### src/hw/opmode_two_pkg.sv
// Package for the second operating mode configuration register.
// Assumes a byte-wide register port driven by the serial command decoder.
package opmode_two_pkg;

    localparam logic [11:0] operating_mode_two_offset = 12'h003;
    localparam logic [7:0] operating_mode_two_reset = 8'h00;
    localparam logic [7:0] operating_mode_two_write_mask = 8'h7f;

    localparam int harmonic_coef_auto_disable_pos = 6;
    localparam int fundamental_coef_auto_disable_pos = 5;
    localparam int fundamental_calc_disable_pos = 4;
    localparam int linearity_formula_select_pos = 3;
    localparam int wiring_system_select_lsb = 1;
    localparam int apparent_power_method_pos = 0;

    typedef enum logic [1:0] {
        wiring_single_or_four_wire,
        wiring_three_phase_three_wire,
        wiring_three_volt_three_amp,
        wiring_unused
    } wiring_e;

    localparam logic [1:0] wiring_code_1p3w_3p4w = 2'h0;
    localparam logic [1:0] wiring_code_3p3w = 2'h1;
    localparam logic [1:0] wiring_code_3v3a = 2'h2;

endpackage

### src/hw/operating_mode_two.sv
// Second operating mode register with registered steering outputs.
// Assumes the serial decoder gives one-cycle write strobes with a register address,
// all on clk; the processing engine reads the decoded controls.
`timescale 1ns/1ps
// Notes on behaviour
// - Bit 6 clear: harmonic coefficient derived automatically.
// - Bit 5 clear: fundamental coefficient from line frequency.
// - Bit 4 set stops all fundamental results.
// - Bit 3 picks linearity correction formula.
// - Bits 2:1 pick wiring system coefficient.
// - Bit 0 clear: apparent power is Vrms times Current_rms_value.
// - Bit 0 set: apparent power is vector length.
module operating_mode_two
    import opmode_two_pkg::*;
(
    input wire logic clk,
    input wire logic sys_rst,
    input wire logic [11:0] reg_addr,
    input wire logic reg_wr,
    input wire logic [7:0] reg_wdata,
    output logic [7:0] reg_rdata,
    output logic harm_coef_auto,
    output logic fund_coef_auto,
    output logic fund_enable,
    output logic lin_rms_plus_offset,
    output wiring_e wiring,
    output logic app_vector_length
);
    // Reset state of the controls other than wiring is decoded from the reset byte so the two cannot disagree.
    localparam logic harm_reset = ~operating_mode_two_reset[harmonic_coef_auto_disable_pos];
    localparam logic fund_reset = ~operating_mode_two_reset[fundamental_coef_auto_disable_pos];
    localparam logic fen_reset = ~operating_mode_two_reset[fundamental_calc_disable_pos];
    localparam logic lin_reset = operating_mode_two_reset[linearity_formula_select_pos];
    localparam logic app_reset = operating_mode_two_reset[apparent_power_method_pos];

    // Address compare shared by the write and read paths.
    logic addr_hit;
    logic write_hit;

    // Stored mode byte and the value it takes at the coming edge.
    logic [7:0] mode_reg;
    logic [7:0] mode_next;

    // Registered read port.
    logic [7:0] rdata_reg;
    logic [7:0] rdata_next;

    // Controls decoded from the byte about to be stored.
    logic harm_dec;
    logic fund_dec;
    logic fen_dec;
    logic lin_dec;
    logic app_dec;
    wiring_e wir_dec;

    // Registered controls and their next values.
    logic harm_reg;
    logic harm_next;
    logic fund_reg;
    logic fund_next;
    logic fen_reg;
    logic fen_next;
    logic lin_reg;
    logic lin_next;
    wiring_e wir_reg;
    wiring_e wir_next;
    logic app_reg;
    logic app_next;

    always_comb begin
        addr_hit = (reg_addr == operating_mode_two_offset);
        write_hit = reg_wr && addr_hit;
    end

    // Each bit is its own flip-flop; bits outside the write mask never leave their reset value.
    genvar bit_idx;
    generate
        for (bit_idx = 0; bit_idx < 8; bit_idx = bit_idx + 1) begin : g_mode_bit
            logic bit_reg;
            logic bit_next;

            always_comb begin
                bit_next = bit_reg;
                if (write_hit) begin
                    bit_next = reg_wdata[bit_idx] & operating_mode_two_write_mask[bit_idx];
                end
            end

            always_ff @(posedge clk or posedge sys_rst) begin
                if (sys_rst) begin
                    bit_reg <= operating_mode_two_reset[bit_idx];
                end else begin
                    bit_reg <= bit_next;
                end
            end

            assign mode_reg[bit_idx] = bit_reg;
            assign mode_next[bit_idx] = bit_next;
        end
    endgenerate

    // Reading through the next value lets a read in the write cycle show the new byte.
    always_comb begin
        rdata_next = 8'h00;
        if (addr_hit) begin
            rdata_next = mode_next;
        end
    end

    always_ff @(posedge clk or posedge sys_rst) begin
        if (sys_rst) begin
            rdata_reg <= 8'h00;
        end else begin
            rdata_reg <= rdata_next;
        end
    end

    mode_decode u_decode (
        .mode_byte(mode_next),
        .harm_coef_auto(harm_dec),
        .fund_coef_auto(fund_dec),
        .fund_enable(fen_dec),
        .lin_rms_plus_offset(lin_dec),
        .wiring(wir_dec),
        .app_vector_length(app_dec)
    );

    // Controls only move on a write, so the engine never sees a half-updated setting.
    always_comb begin
        harm_next = harm_reg;
        if (write_hit) begin
            harm_next = harm_dec;
        end
    end

    always_ff @(posedge clk or posedge sys_rst) begin
        if (sys_rst) begin
            harm_reg <= harm_reset;
        end else begin
            harm_reg <= harm_next;
        end
    end

    // When low, the engine must take its fundamental coefficient from the host instead.
    always_comb begin
        fund_next = fund_reg;
        if (write_hit) begin
            fund_next = fund_dec;
        end
    end

    always_ff @(posedge clk or posedge sys_rst) begin
        if (sys_rst) begin
            fund_reg <= fund_reset;
        end else begin
            fund_reg <= fund_next;
        end
    end

    // When low, the engine skips every fundamental result to free processing time.
    always_comb begin
        fen_next = fen_reg;
        if (write_hit) begin
            fen_next = fen_dec;
        end
    end

    always_ff @(posedge clk or posedge sys_rst) begin
        if (sys_rst) begin
            fen_reg <= fen_reset;
        end else begin
            fen_reg <= fen_next;
        end
    end

    always_comb begin
        lin_next = lin_reg;
        if (write_hit) begin
            lin_next = lin_dec;
        end
    end

    always_ff @(posedge clk or posedge sys_rst) begin
        if (sys_rst) begin
            lin_reg <= lin_reset;
        end else begin
            lin_reg <= lin_next;
        end
    end

    // Code 11 is passed on as its own value; the engine has to treat it as unsupported.
    always_comb begin
        wir_next = wir_reg;
        if (write_hit) begin
            wir_next = wir_dec;
        end
    end

    always_ff @(posedge clk or posedge sys_rst) begin
        if (sys_rst) begin
            wir_reg <= wiring_single_or_four_wire;
        end else begin
            wir_reg <= wir_next;
        end
    end

    always_comb begin
        app_next = app_reg;
        if (write_hit) begin
            app_next = app_dec;
        end
    end

    always_ff @(posedge clk or posedge sys_rst) begin
        if (sys_rst) begin
            app_reg <= app_reset;
        end else begin
            app_reg <= app_next;
        end
    end

    assign reg_rdata = rdata_reg;
    assign harm_coef_auto = harm_reg;
    assign fund_coef_auto = fund_reg;
    assign fund_enable = fen_reg;
    assign lin_rms_plus_offset = lin_reg;
    assign wiring = wir_reg;
    assign app_vector_length = app_reg;
endmodule // operating_mode_two

### src/hw/mode_decode.sv
// Decodes the mode byte about to be stored into steering controls for the processing engine.
// Assumes the byte is the register's next value, formed on the same clock.
`timescale 1ns/1ps
module mode_decode
    import opmode_two_pkg::*;
(
    input wire logic [7:0] mode_byte,
    output logic harm_coef_auto,
    output logic fund_coef_auto,
    output logic fund_enable,
    output logic lin_rms_plus_offset,
    output wiring_e wiring,
    output logic app_vector_length
);
    always_comb begin
        harm_coef_auto = ~mode_byte[harmonic_coef_auto_disable_pos];
        fund_coef_auto = ~mode_byte[fundamental_coef_auto_disable_pos];
        fund_enable = ~mode_byte[fundamental_calc_disable_pos];
        lin_rms_plus_offset = mode_byte[linearity_formula_select_pos];
        app_vector_length = mode_byte[apparent_power_method_pos];
        case (mode_byte[wiring_system_select_lsb +: 2])
            wiring_code_1p3w_3p4w: wiring = wiring_single_or_four_wire;
            wiring_code_3p3w: wiring = wiring_three_phase_three_wire;
            wiring_code_3v3a: wiring = wiring_three_volt_three_amp;
            default: wiring = wiring_unused;
        endcase
    end
endmodule // mode_decode

### config.mk
export PLATFORM = sky130hd
export DESIGN_NAME = operating_mode_two
export DESIGN_NICKNAME = d
export VERILOG_FILES = /design/src/hw/opmode_two_pkg.sv /design/src/hw/operating_mode_two.sv /design/src/hw/mode_decode.sv
export SDC_FILE = /design/constraint.sdc
export NUM_CORES = 1
export LEC_CHECK = 0
export ABC_CLOCK_PERIOD_IN_PS = 1400
export BUFFER_PORTS_ARGS = -buffer_cell sky130_fd_sc_hd__buf_2
export CORE_UTILIZATION = 40
export DETAILED_ROUTE_END_ITERATION = 12
export PLACE_DENSITY_LB_ADDON = 0.3
export SYNTH_ARGS = -nofsm -noshare
export SYNTH_HDL_FRONTEND = slang
export SYNTH_HIERARCHICAL = 1
export SYNTH_SLANG_ARGS = --single-unit
### constraint.sdc
create_clock -name clk -period 1.4 [get_ports clk]
set_input_delay 0.07 -clock clk [delete_from_list [all_inputs] [get_ports clk]]
set_output_delay 0.07 -clock clk [all_outputs]
set_load 0.02 [all_outputs]
==> results by group <==
Drt
  – DR vias: between 600 and 700
  – Routed met3 length: between 90 and 100 um
  – DRC viols: 0
  – Metal1 wirelength: 772 um
  – Drt wl/cell: approximately 12 um
  – Remaining antenna violation count after routing: 0
  – Max Used Layer: met3
  – Metal2 WL: 869 um
  – Final wirelength: 1.74 mm
  – Iter 0 DRT Violations: 5
  – Drt pass-1 iters: 2
  – Detail-routed via count per cell: between 4 and 5

GRT
  – Total Routing Usage GR: roughly 16%
  – Initial antenna violation count: 0
  – Vias in the first global route: roughly 710
  – First-pass GRT wire length: approximately 3.0 mm
  – Largest net degree at the start of global routing: 24
  – GRT Residual Overflow: 0

Synthesis
  – Synth unique cells: 17
  – Top_reg_cell synth: dfrtp_1
  – Avg Inst Size Synth: 14.8 sq um
  – Post-synthesis sequential area ratio: a little under three fifths
  – Syn_nets: between 90 and 100
  – Mapped Area: slightly above 0.001 sq mm
  – Count leader, synth: dfrtp_1
  – Seq cells post-synth: 23
  – Cells after Synth: a little under 70
  – Top-area cell type share of the netlist area: between 40% and 50%
  – Ys Warns: 6
  – Post-synth ARST share: between 90% and 100%
  – Synth top area cells: dfrtp_1, mux2_4, dfstp_2
  – Post-synth top cells: dfrtp_1, mux2_4, mux2i_1, nor2_1, inv_1
  – Leading area contributor after synthesis: dfrtp_1
  – Post-synth EDFFs: 0

Clocking
  – Post-CTS setup buffer count: 0
  – CTS tree: built
  – CTS Root Buffer Type: clkbuf_4
  – Clk sink count: 23
  – Post_cts resized: 0
  – Cts bufs inserted: 3
  – Skew-Pair Late Insertion Delay: 0.30 ns
  – Max H-tree Level: 1
  – Clock Path Buffers: 2
  – Clk slew on worst S/H paths: around 0.12 ns

Worst setup path
  – Largest stage delay, worst path: between 0.3 and 0.4 ns
  – Max stage delay cell, worst path: mux2_4
  – Crit. End Element: flip-flop
  – CP bufs+invs: 1
  – Critical setup path kind: primary input to flip-flop
  – Startpoint Class: primary input
  – Critical Path AT: roughly 1.5 ns
  – R2r worst-path depth: 2
  – Worst-path maximum fanout: 12
  – CP most frequent cell: mux2_4
  – CP Data Required Time: between 1.5 and 2 ns
  – Critical path's top delay family: multiplexers
  – Critical Path Stages: 5
  – Worst-path cell chain: buf_2 -> nor4_4 -> nand4_4 -> mux2_4 -> mux2_4

STA
  – Peak Freq: between 0.7 and 0.8 GHz
  – Worst Skew: approximately 0.00076 ns
  – Unrepaired setup endpoints after global routing: false
  – Final critical-path share of the clock period: 92.5%
  – Hold WS: 0.0204 ns
  – Hold Fails Final Rpt: 0
  – Min setup slack post-route: between 0.1 and 0.15 ns
  – Max-slew violations: 0
  – Final Setup Violations: 0
  – Worst rel slew slack: 78.9%
  – Worst slew pin tran: around 0.31 ns
  – Min Clock Period, post-route: 1.29 ns

Floorplan
  – Die Wd: 52.6 um
  – Core ar.: ~0.0023 sq mm
  – Die span in y: around 53 um
  – Cell row count: 17
  – Die area: 0.00277 sq mm
  – Initial core utilization: between 40 and 50%
  – Top-level I/O count: 38

Pwr
  – Leakage Power: ~0.74 nW
  – Worst VDD drop: between 0.5 and 0.6 mV
  – Power density over the cells: 803 mW/mm^2

Flow run
  – Max cap viols: 0

Place
  – DP Worst Slack: -0.221 ns
  – Final RePlAce weighted congestion: between 0.6 and 0.7
  – DP HPWL: 1.32 mm
  – Cell Count Post-Placement: 136
  – Port Buf Inserts: 36

Finish
  – Finished Layout Cells: ~140
  – Layout cells sized above 1: about three fifths
  – Nets: 138
  – Diodes inserted: 0
  – Area Overhead vs Synth: 28.4%
  – Fill count: 202

Status
  – Status: finished, final reports clean

Min path
  – Worst Hold Path Cells: 3
  – Hold crit path type: primary input to flip-flop
logic make-up after synthesis:
kind of cell / after synthesis / share of synthesized area (%)
DFF: 23 / 56.6
and+or+nand+nor: 13 / 11.0
AOI/OAI and AO/OA: 1 / 0.856
buffers and inverters: 11 / 5.62
muxes: 21 / 25.9
worst min-delay path: stages:
cell     delay, ns
buf_2         0.09
mux2i_1       0.06
nor2_1        0.08
timing repair:
| action | 4_1_cts | 5_1_grt |
|---|---|---|
| hold buffers | 1 | 1 |
| setup endpoints to repair | 0 | 0 |
| endpoints found under the hold margin | 20 | 1 |
cells in the final DEF (no fill, tap or decap):
cell	n
a41oi_1	1
nor3_1	1
clkbuf_4	3
nor4_4	2
dlygate4sd3_1	2
mux2_4	10
and4bb_1	1
nor2_1	7
inv_1	5
buf_2	36
dfrtp_1	20
dfstp_2	3
mux2i_1	7
nand4_4	1
buf_4	9
clkbuf_1	1
nand3_1	1
mux2_2	4
stage by stage:
stage	area (sq um)	TNS, ns	utilization [%]	power, mW
after detailed placement	1270	-1.16	54.7	0.768
after floorplan	1030	-0.532	-	0.718
after global routing	1310	0	56.7	1.11
after CTS	1300	0	56.2	1.07
after global placement	1270	-0.964	54.7	0.765
final	1310	0	56.7	1.05
path summary, 6_finish.rpt:
kind                                            start                 to  slack (ns)
min in group asynchronous                     sys_rst       reg_rdata[7]        0.33
worst min register to register      app_vector_length  app_vector_length        0.52
worst min-delay path                     reg_wdata[2]       reg_rdata[2]        0.02
worst max-delay path                      reg_addr[2]          wiring[1]        0.11
worst max register to register  g_mode_bit[2].bit_reg          wiring[1]        0.36
max in group asynchronous                     sys_rst     fund_coef_auto        0.79
where the power goes:
group	internal [mW]	switching, mW
Clock	0.111	0.187
Sequential	0.667	0.000850
Combinational	0.0439	0.0452
Total	0.822	0.233
area by class of cell:
class                      count  area, sq um  share of cell area [%]
clock buffer                   4         26.3                    2.00
sequential                    23          579                    44.1
multi-input combinational     35          387                    29.4
tap                           28         35.0                    2.67
timing repair buffer          47          268                    20.4
inverter                       5         18.8                    1.43
layer usage:
metal | up-vias | track usage (%)
li1 | 323 | -
met3 | 0 | 6.09
met2 | 19 | 25.5
met5 | - | 0
met4 | 0 | 3.51
met1 | 319 | 19.0
(Power assumes the default switching activity.)
